$ cat src/core/hbu_params.svh
`ifndef HBU_PARAMS_SVH
`define HBU_PARAMS_SVH
// register byte offsets
`define HBU_OFS_CTL0 8'h20
`define HBU_OFS_CTL1 8'h21
`define HBU_OFS_AMH 8'h22
`define HBU_OFS_AML 8'h23
`define HBU_OFS_DMH 8'h24
`define HBU_OFS_DML 8'h25
// control 0 field positions
`define HBU_C0_MODE_HI 7
`define HBU_C0_MODE_LO 6
`define HBU_C0_PROG 5
`define HBU_C0_RNG1 1
`define HBU_C0_RNG0 0
// control 1 field positions
`define HBU_C1_DBE 7
`define HBU_C1_MBH 6
`define HBU_C1_MBL 5
`define HBU_C1_RWE1 4
`define HBU_C1_RW1 3
`define HBU_C1_RWE0 2
`define HBU_C1_RW0 1
`define HBU_C1_SZ8 0
// reset values
`define HBU_RST_BYTE 8'h00
`endif

$ cat src/core/hbu_pkg.sv
package hbu_pkg;
	typedef enum logic [1:0]
	{
		HBU_OFF = 2'h0,
		HBU_SWI_DUAL = 2'h1,
		HBU_DBG_FULL = 2'h2,
		HBU_DBG_DUAL = 2'h3
	} hbu_mode_t;
	typedef struct packed
	{
		logic [15:0] addr;
		logic [15:0] data;
		logic rd;
		logic valid;
		logic fetch;
		logic exec;
	} hbu_cyc_t;
	typedef struct packed
	{
		logic [7:0] addr;
		logic [7:0] wdata;
		logic wr;
		logic rd;
	} hbu_bus_t;
endpackage

$ cat src/core/hbu_breakpoint.sv
`timescale 1ns/1ps
`default_nettype none
`include "hbu_params.svh"
module hbu_breakpoint
	import hbu_pkg::*;
(
	input wire logic clk_i,
	input wire logic rst_b_i,
	input wire logic [7:0] reg_addr_i,
	input wire logic [7:0] reg_wdata_i,
	input wire logic reg_wr_i,
	input wire logic reg_rd_i,
	output logic [7:0] reg_rdata_o,
	input wire logic [15:0] cpu_addr_i,
	input wire logic [15:0] cpu_data_i,
	input wire logic cpu_rd_i,
	input wire logic cpu_valid_i,
	input wire logic cpu_fetch_i,
	input wire logic cpu_exec_i,
	input wire logic cpu_boundary_i,
	input wire logic cpu_ack_i,
	input wire logic background_debug_active_i,
	input wire logic background_debug_enable_i,
	input wire logic single_step_trace_cmd_i,
	output logic swi_req_o,
	output logic dbg_req_o
);
	logic [7:0] ctl0_q;
	logic [7:0] ctl1_q;
	logic [7:0] amh_q;
	logic [7:0] aml_q;
	logic [7:0] dmh_q;
	logic [7:0] dml_q;
	logic [7:0] rdata_q;
	logic pend;
	logic swi_q;
	logic dbg_q;
	hbu_cyc_t cyc;
	hbu_mode_t mode;
	logic mode_select_hi;
	logic mode_select_lo;
	logic program_only_break;
	logic first_range_ctl;
	logic second_range_ctl;
	logic data_reg_enable;
	logic mask_high_byte;
	logic mask_low_byte;
	logic rw_compare_enable_0;
	logic rw_compare_value_0;
	logic rw_compare_enable_1;
	logic rw_compare_value_1;
	logic byte_size_select;
	logic dual;
	logic addr0_hit;
	logic addr1_hit;
	logic data_hit;
	logic rw0_ok;
	logic rw1_ok;
	logic kind0_ok;
	logic kind1_ok;
	logic bp0;
	logic bp1;
	logic hit;
	logic raise;
	logic held_q;
	logic fire;
	logic [7:0] rdata_d;
	logic wr_ctl0;
	logic wr_ctl1;
	logic wr_amh;
	logic wr_aml;
	logic wr_dmh;
	logic wr_dml;

	assign cyc = '{addr: cpu_addr_i, data: cpu_data_i, rd: cpu_rd_i, valid: cpu_valid_i,
		fetch: cpu_fetch_i, exec: cpu_exec_i};
	assign mode_select_hi = ctl0_q[`HBU_C0_MODE_HI];
	assign mode_select_lo = ctl0_q[`HBU_C0_MODE_LO];
	assign mode = hbu_mode_t'({mode_select_hi, mode_select_lo});
	assign program_only_break = ctl0_q[`HBU_C0_PROG];
	assign second_range_ctl = ctl0_q[`HBU_C0_RNG1];
	assign first_range_ctl = ctl0_q[`HBU_C0_RNG0];
	assign data_reg_enable = ctl1_q[`HBU_C1_DBE];
	assign mask_high_byte = ctl1_q[`HBU_C1_MBH];
	assign mask_low_byte = ctl1_q[`HBU_C1_MBL];
	assign rw_compare_enable_1 = ctl1_q[`HBU_C1_RWE1];
	assign rw_compare_value_1 = ctl1_q[`HBU_C1_RW1];
	assign rw_compare_enable_0 = ctl1_q[`HBU_C1_RWE0];
	assign rw_compare_value_0 = ctl1_q[`HBU_C1_RW0];
	// size select is stored only; no comparator reads it in any mode
	assign byte_size_select = ctl1_q[`HBU_C1_SZ8];
	assign dual = (mode == HBU_SWI_DUAL) || (mode == HBU_DBG_DUAL);

	// address comparators; low byte dropped for range compare
	assign addr0_hit = (cyc.addr[15:8] == amh_q) &&
		(!first_range_ctl || cyc.addr[7:0] == aml_q);
	assign addr1_hit = (cyc.addr[15:8] == dmh_q) &&
		(!second_range_ctl || cyc.addr[7:0] == dml_q);
	// data comparator for full mode, each byte maskable
	assign data_hit = (mask_high_byte || cyc.data[15:8] == dmh_q) &&
		(mask_low_byte || cyc.data[7:0] == dml_q);

	// read/write qualification, ignored in soft-interrupt mode
	assign rw0_ok = (mode == HBU_SWI_DUAL) || !rw_compare_enable_0 ||
		(cyc.rd == rw_compare_value_0);
	assign rw1_ok = (mode == HBU_SWI_DUAL) || !rw_compare_enable_1 ||
		(cyc.rd == rw_compare_value_1);

	// access kind: soft-interrupt mode always tags executed fetches
	always_comb
	begin
		if (mode == HBU_SWI_DUAL)
		begin
			kind0_ok = cyc.fetch && cyc.exec;
		end
		else if (program_only_break)
		begin
			kind0_ok = cyc.fetch && cyc.exec;
		end
		else
		begin
			kind0_ok = 1'b1;
		end
	end
	// tag-based breaks blocked during single step
	assign kind1_ok = kind0_ok &&
		!(single_step_trace_cmd_i && (mode == HBU_SWI_DUAL || program_only_break));

	always_comb
	begin
		bp0 = 1'b0;
		bp1 = 1'b0;
		unique case (mode)
			HBU_OFF:
			begin
				bp0 = 1'b0;
			end
			HBU_SWI_DUAL, HBU_DBG_DUAL:
			begin
				bp0 = addr0_hit && rw0_ok && kind1_ok;
				bp1 = data_reg_enable && addr1_hit && rw1_ok && kind1_ok;
			end
			HBU_DBG_FULL:
			begin
				bp0 = addr0_hit && rw0_ok && kind1_ok &&
					(!data_reg_enable || program_only_break || data_hit);
			end
		endcase
	end

	assign hit = cyc.valid && (bp0 || (dual && bp1));
	assign pend = swi_q || dbg_q;
	// nothing gates on debug enable here; debug code handles disabled case
	assign raise = hit && !background_debug_active_i && !pend;

	// debug entry waits for instruction boundary unless fetch-tagged
	logic boundary_ok;
	assign boundary_ok = (mode == HBU_SWI_DUAL) || program_only_break || cpu_boundary_i;
	assign fire = (raise && boundary_ok) ||
		(held_q && (mode == HBU_DBG_FULL || mode == HBU_DBG_DUAL) && cpu_boundary_i &&
		!background_debug_active_i && !pend);

	// a match between boundaries is kept, else one-cycle bus matches would be lost
	always_ff @(posedge clk_i or negedge rst_b_i)
	begin
		if (!rst_b_i)
		begin
			held_q <= 1'b0;
		end
		else if (fire || background_debug_active_i || mode == HBU_OFF)
		begin
			held_q <= 1'b0;
		end
		else if (raise && !boundary_ok)
		begin
			held_q <= 1'b1;
		end
	end

	always_ff @(posedge clk_i or negedge rst_b_i)
	begin
		if (!rst_b_i)
		begin
			swi_q <= 1'b0;
		end
		else if (swi_q && cpu_ack_i)
		begin
			swi_q <= 1'b0;
		end
		else if (fire && mode == HBU_SWI_DUAL)
		begin
			swi_q <= 1'b1;
		end
	end

	// with debug disabled the match is simply dropped
	always_ff @(posedge clk_i or negedge rst_b_i)
	begin
		if (!rst_b_i)
		begin
			dbg_q <= 1'b0;
		end
		else if (dbg_q && cpu_ack_i)
		begin
			dbg_q <= 1'b0;
		end
		else if (fire && mode != HBU_SWI_DUAL && background_debug_enable_i)
		begin
			dbg_q <= 1'b1;
		end
	end

	assign swi_req_o = swi_q;
	assign dbg_req_o = dbg_q;

	// register writes; each byte has its own decode and flop
	assign wr_ctl0 = reg_wr_i && (reg_addr_i == `HBU_OFS_CTL0);
	assign wr_ctl1 = reg_wr_i && (reg_addr_i == `HBU_OFS_CTL1);
	assign wr_amh = reg_wr_i && (reg_addr_i == `HBU_OFS_AMH);
	assign wr_aml = reg_wr_i && (reg_addr_i == `HBU_OFS_AML);
	assign wr_dmh = reg_wr_i && (reg_addr_i == `HBU_OFS_DMH);
	assign wr_dml = reg_wr_i && (reg_addr_i == `HBU_OFS_DML);

	always_ff @(posedge clk_i or negedge rst_b_i)
	begin
		if (!rst_b_i)
		begin
			ctl0_q <= `HBU_RST_BYTE;
		end
		else if (wr_ctl0)
		begin
			ctl0_q <= reg_wdata_i;
		end
	end

	always_ff @(posedge clk_i or negedge rst_b_i)
	begin
		if (!rst_b_i)
		begin
			ctl1_q <= `HBU_RST_BYTE;
		end
		else if (wr_ctl1)
		begin
			ctl1_q <= reg_wdata_i;
		end
	end

	always_ff @(posedge clk_i or negedge rst_b_i)
	begin
		if (!rst_b_i)
		begin
			amh_q <= `HBU_RST_BYTE;
		end
		else if (wr_amh)
		begin
			amh_q <= reg_wdata_i;
		end
	end

	always_ff @(posedge clk_i or negedge rst_b_i)
	begin
		if (!rst_b_i)
		begin
			aml_q <= `HBU_RST_BYTE;
		end
		else if (wr_aml)
		begin
			aml_q <= reg_wdata_i;
		end
	end

	always_ff @(posedge clk_i or negedge rst_b_i)
	begin
		if (!rst_b_i)
		begin
			dmh_q <= `HBU_RST_BYTE;
		end
		else if (wr_dmh)
		begin
			dmh_q <= reg_wdata_i;
		end
	end

	always_ff @(posedge clk_i or negedge rst_b_i)
	begin
		if (!rst_b_i)
		begin
			dml_q <= `HBU_RST_BYTE;
		end
		else if (wr_dml)
		begin
			dml_q <= reg_wdata_i;
		end
	end

	// reads: one cycle later; unmapped offsets and idle cycles read zero
	always_comb
	begin
		rdata_d = `HBU_RST_BYTE;
		if (reg_rd_i)
		begin
			unique case (reg_addr_i)
				`HBU_OFS_CTL0: rdata_d = {ctl0_q[7:6], ctl0_q[5], 3'h0, ctl0_q[1:0]};
				`HBU_OFS_CTL1: rdata_d = {ctl1_q[7:1], byte_size_select};
				`HBU_OFS_AMH: rdata_d = amh_q;
				`HBU_OFS_AML: rdata_d = aml_q;
				`HBU_OFS_DMH: rdata_d = dmh_q;
				`HBU_OFS_DML: rdata_d = dml_q;
				default: rdata_d = `HBU_RST_BYTE;
			endcase
		end
	end

	always_ff @(posedge clk_i or negedge rst_b_i)
	begin
		if (!rst_b_i)
		begin
			rdata_q <= `HBU_RST_BYTE;
		end
		else
		begin
			rdata_q <= rdata_d;
		end
	end

	assign reg_rdata_o = rdata_q;
endmodule
`default_nettype wire

$ cat config.mk
export PLATFORM = sky130hd
export DESIGN_NAME = hbu_breakpoint
export DESIGN_NICKNAME = d
export VERILOG_FILES = /design/src/core/hbu_pkg.sv /design/src/core/hbu_breakpoint.sv
export VERILOG_INCLUDE_DIRS = /design/src /design/src/core
export SDC_FILE = /design/constraint.sdc
export NUM_CORES = 1
export LEC_CHECK = 0
export BUFFER_PORTS_ARGS = -buffer_cell sky130_fd_sc_hd__buf_4
export CAP_MARGIN = 20
export CORE_MARGIN = 1.5
export CORE_UTILIZATION = 56
export CTS_BUF_LIST = sky130_fd_sc_hd__clkbuf_8
export DETAILED_ROUTE_END_ITERATION = 12
export PLACE_DENSITY = 0.79
export SETUP_SLACK_MARGIN = 0.1
export SLEW_MARGIN = 40
export SYNTH_ARGS = -nofsm -noshare
export SYNTH_HDL_FRONTEND = slang
export SYNTH_SLANG_ARGS = --single-unit
export TNS_END_PERCENT = 100
$ cat constraint.sdc
create_clock -name clk_i -period 1.9 [get_ports clk_i]
set_clock_uncertainty 0.2 [all_clocks]
set_input_delay 0.475 -clock clk_i [delete_from_list [all_inputs] [get_ports clk_i]]
set_output_delay 0.475 -clock clk_i [all_outputs]
set_load 0.02 [all_outputs]
[Word-level counts from Yosys, hierarchy flattened]
Cells that the tools add are included.
Storage, ports and cells
  register bits after elaboration: 59
Cells by class
  reductions and logical operators: 66
  equality and inequality tests: 18
  multiplexer cells: 12
Operators with widths (count)
  8-bit by 6-bit == test with 1-bit output (second input constant): 6
  8-bit == test: 6
  8-bit case mux with 6 select lines: 1
  1-bit logical AND: 33
  1-bit logical OR: 19
  1-bit logical NOT: 9
  1-bit 2-to-1 mux: 9
  8-bit 2-to-1 mux: 1
  2-bit nonzero test: 3
  2-bit == test (second input constant): 2
  1-bit case mux with 3 select lines: 1
  1-bit == test: 2
  2-bit by 1-bit == test with 1-bit output (second input constant): 1
  2-bit logical NOT: 1
  2-bit by 1-bit inequality test with 1-bit output (second input constant): 1
  2-bit OR reduction: 1

[Depth between registers and ports, before layout]
  depth after elaboration: 18
  mapped depth: 6

[Least setup slack after synthesis]
No wires, ideal clock.
  kind: input to register
  start point: in reg_addr_i[7]
  end point: reg amh_q[0]
  path buffers: 1
  required time: 1.575 ns
  cell stages on the path: 6
  path slack: -0.435 ns
  arrival: 2.010 ns
  cell sequence: nand2b_1 or4_1 buf_2 nor4b_4 nand2_4 mux2_2
Between the ends
  longest elaborated chain between the ends: 2
Ends and longest elaborated chain
  start, declared: RTL line hbu_breakpoint.sv:9  | input wire logic [7:0] reg_addr_i,
  8-bit by 6-bit == test with 1-bit output
  1-bit logical AND: RTL line hbu_breakpoint.sv:219  | assign wr_amh = reg_wr_i && (reg_addr_i == `HBU_OFS_AMH);
  end signal, assigned: RTL line hbu_breakpoint.sv:252  | amh_q <= `HBU_RST_BYTE;
  end signal, assigned: RTL line hbu_breakpoint.sv:256  | amh_q <= reg_wdata_i;
  end, declared: RTL line hbu_breakpoint.sv:30  | logic [7:0] amh_q;
No other way between the ends.
A chain may end at the register's enable or synchronous reset.

[Worst setup path after layout]
  start point: in reg_addr_i[7]
  end point: reg rdata_q[4] (netlist: reg_rdata_o[4])
Between the ends
  longest elaborated chain between the ends: 3
  elaborated cells between the ends (all ways): 8
  classes of those cells: eq/ne (6); mux (2)
Ends and longest elaborated chain
  8-bit by 6-bit == test with 1-bit output: RTL line hbu_breakpoint.sv:302  | unique case (reg_addr_i)
  8-bit case mux with 6 select lines (*): RTL line hbu_breakpoint.sv:302
  8-bit 2-to-1 mux (*): RTL line hbu_breakpoint.sv:300  | if (reg_rd_i)
  named net rdata_d[4]: RTL line hbu_breakpoint.sv:67  | logic [7:0] rdata_d;
  end signal, assigned: RTL line hbu_breakpoint.sv:318  | rdata_q <= `HBU_RST_BYTE;
  end signal, assigned: RTL line hbu_breakpoint.sv:322  | rdata_q <= rdata_d;
  end, declared: RTL line hbu_breakpoint.sv:34  | logic [7:0] rdata_q;
The timed path passes the listed nets; every way through them passes the cells marked *.

==> impl_metrics.env <==
export IMPL_final_antenna_net_count=0
export IMPL_r2r_cells=7
export IMPL_netlist_area_leader_share_pct=45.53
export IMPL_rsz0062_at_grt="true"
export IMPL_finalSetupTns_ps=-1734
export IMPL_cts_tree="done"
export IMPL_cap_violations=0
export IMPL_clock_sinks=56
export IMPL_p_leak_uw=0.002071
export IMPL_synth_net_count=320
export IMPL_worstReg2RegStart="dml_q[0]$_DFFE_PN0P_"
export IMPL_core_mm2=0.005205
export IMPL_crit_chain="buf_6, nand2b_4, or4_4, nor4b_4, buf_4, a22oi_1, a31oi_1"
export IMPL_syn_area_per_cell_um2=11.88
export IMPL_holdPathEnd="swi_req_o$_DFFE_PN0P_"
export IMPL_ir_worst_vdd_mv=0.3623
export IMPL_dpl_hpwl_um=6771
export IMPL_grt_pass1_wl_um=14360
export IMPL_critical_path_class="in -> reg"
export IMPL_die_area_mm2=0.005950
export IMPL_htree_levels=2
export IMPL_post_place_ws_ps=-471.7
export IMPL_cts_buffers=5
export IMPL_route_detailed_drc=0
export IMPL_io_pin_count=71
export IMPL_grt_max_degree=27
export IMPL_critPathCaptureType="register"
export IMPL_crit_required_ps=1930
export IMPL_synthArstFlopShare_pct=100.0
export IMPL_gp_congestion=0.9335
export IMPL_antenna_found_initial=0
export IMPL_clk_path_buf_depth=2
export IMPL_setup_viol=35
export IMPL_yosysTopAreaCell="dfrtp_1"
export IMPL_holdWs_ps=150.0
export IMPL_critPathMaxStageDelay_ps=490
export IMPL_wirelength_um=8828
export IMPL_syn_to_final_growth_pct=36.30
export IMPL_violations="setup timing"
export IMPL_clkLatencyLatePin_ps=320
export IMPL_yosysSeqAreaShare_pct=45.53
export IMPL_synth_most_common_cell="dfrtp_1"
export IMPL_synthTopCellsByArea="dfrtp_1, mux2_2, xor2_1"
export IMPL_row_count=26
export IMPL_crit_path_max_fanout=8
export IMPL_r2r_end="held_q$_DFFE_PN0P_"
export IMPL_fin_crit_ps=1984
export IMPL_fin_nets=428
export IMPL_hold_start="cpu_ack_i"
export IMPL_vias=2613
export IMPL_start_kind="primary input"
export IMPL_first_pass_iters=5
export IMPL_initial_core_util_pct=59.13
export IMPL_drt_initial_drc_count=239
export IMPL_hold_path_depth=2
export IMPL_clkTransAtPathRegs_ps=90
export IMPL_slew_viol_final=0
export IMPL_cp_arrival_ps=2020
export IMPL_fp_dieW_um=77.14
export IMPL_grt_pass1_vias=2680
export IMPL_period_share_pct=104.4
export IMPL_syn_cell_area_mm2=0.003078
export IMPL_wl_per_cell_um=20.16
export IMPL_cp_startpoint="reg_addr_i[7]"
export IMPL_power_uw=2384
export IMPL_finalHoldViolations=0
export IMPL_diodes=0
export IMPL_synth_seq_cells=56
export IMPL_synth_edff_count=0
export IMPL_setup_slack_ps=-84.45
export IMPL_cpMaxStageDelayCell="or4_4"
export IMPL_die_h_um=77.14
export IMPL_tightestPinTransition_ps=331.6
export IMPL_cts_root_buf="clkbuf_8"
export IMPL_run_status="finished, violations left"
export IMPL_synthTopCellsByCount="dfrtp_1, mux2_2, xor2_1, xnor2_1, a22oi_1"
export IMPL_p_per_area_mw_per_mm2=568.2
export IMPL_yosys_cell_types_count=38
export IMPL_slew_headroom_pct=77.72
export IMPL_vias_per_cell=5.966
export IMPL_drive_gt1_share_pct=48.64
export IMPL_grt_overflow_total=0
export IMPL_synth_warnings=0
export IMPL_syn_inst=259
export IMPL_max_clock_freq_mhz=503.9
export IMPL_reg2reg_setup_slack_ps=-40
export IMPL_io_buffer_count=70
export IMPL_hold_path_class="in -> reg"
export IMPL_synthFlopType="dfrtp_1"
export IMPL_grt_usage_pct=31.95
## metal layers
layer  up-vias  part of all wire (%)  global-route usage, %
met1      1280                    42                  42.53
li1       1180                     -                      -
met5         -                     0                      0
met3        17                   7.5                  6.548
met4         0                   1.6                  7.636
met2       136                    49                  53.51
## state kept, by name, summed over array words and instances, names as in the netlist
name / cells
aml_q: 8
ctl1_q: 8
swi_req_o: 1
amh_q: 8
dml_q: 8
ctl0_q: 5
dmh_q: 8
dbg_req_o: 1
reg_rdata_o: 8
held_q: 1
## area by class of cell
| type | count | area, µm² |
|---|---|---|
| well taps | 70 | 87.58 |
| repair buffers | 108 | 865.8 |
| multi-input cells | 191 | 1733 |
| clock inverters | 3 | 20.02 |
| fillers | 333 | 1010 |
| clock buffers | 5 | 68.82 |
| inverters | 5 | 18.77 |
| flip-flops and latches | 56 | 1401 |
## layout by cell type (no fill, tap or decap), types with 2 or more instances in the layout
master	count
a21oi_1	2
nor4_2	3
a21boi_1	5
inv_1	6
o21ai_0	3
nand2_1	8
clkbuf_8	5
xnor2_1	22
nand4_1	6
nor2_1	6
nand3_1	6
buf_6	4
nand2_4	2
buf_4	100
o22ai_1	2
and3_1	3
nor4b_4	3
nor3_1	3
o211ai_1	3
and4_1	2
nor4_1	3
a22oi_1	10
a222oi_1	5
xor2_1	25
mux2_2	43
and4b_1	2
mux2_4	7
a31oi_1	4
buf_12	3
dfrtp_1	56
## critical path: cells and delay by family
kind            cells  cell delay, ps
simple gates        3             970
buf+inv             2             320
compound gates      2             250
## through the flow
stage               instance area, µm²  cells  utilization (%)
floorplan                         3126    259                -
finish                            4195    438            80.60
detailed placement                4004    427            76.92
global placement                  4004    427            76.92
global route                      4195    438            80.60
CTS                               4172    438            80.14
## logic make-up after synthesis
| group | Yosys count | share of synthesized area, % |
|---|---|---|
| and+or+nand+nor | 54 | 11.71 |
| xor gates and xnor gates | 47 | 13.37 |
| buffers and inverters | 12 | 1.504 |
| AOI/OAI and AO/OA | 39 | 9.268 |
| DFF | 56 | 45.53 |
| muxes | 51 | 18.62 |
## power breakdown
part	internal [µW]	leakage, µW	switching [µW]
registers	1240	0.000774	45.8
clock network	258	0.0000455	405
logic	239	0.00125	199
## timing repair
action                     CTS  global route
setup endpoints to repair   41            53
hold buffers                 1             0
hold endpoints to repair    20             0
pin swaps                    7             3
setup buffers                2             0
gates resized for setup     18             5
## worst max-delay path by stage
stage,endpoint,slack (ps),depth (start not counted)
CTS,reg_rdata_o[4]$_DFF_PN0_,-70,7
finish,reg_rdata_o[4]$_DFF_PN0_,-80,7
global placement,reg_rdata_o[6]$_DFF_PN0_,-450,7
floorplan,amh_q[0]$_DFFE_PN0P_,-420,6
detailed placement,reg_rdata_o[1]$_DFF_PN0_,-470,7
global route,reg_rdata_o[4]$_DFF_PN0_,-150,7
(Power assumes the default switching activity.)
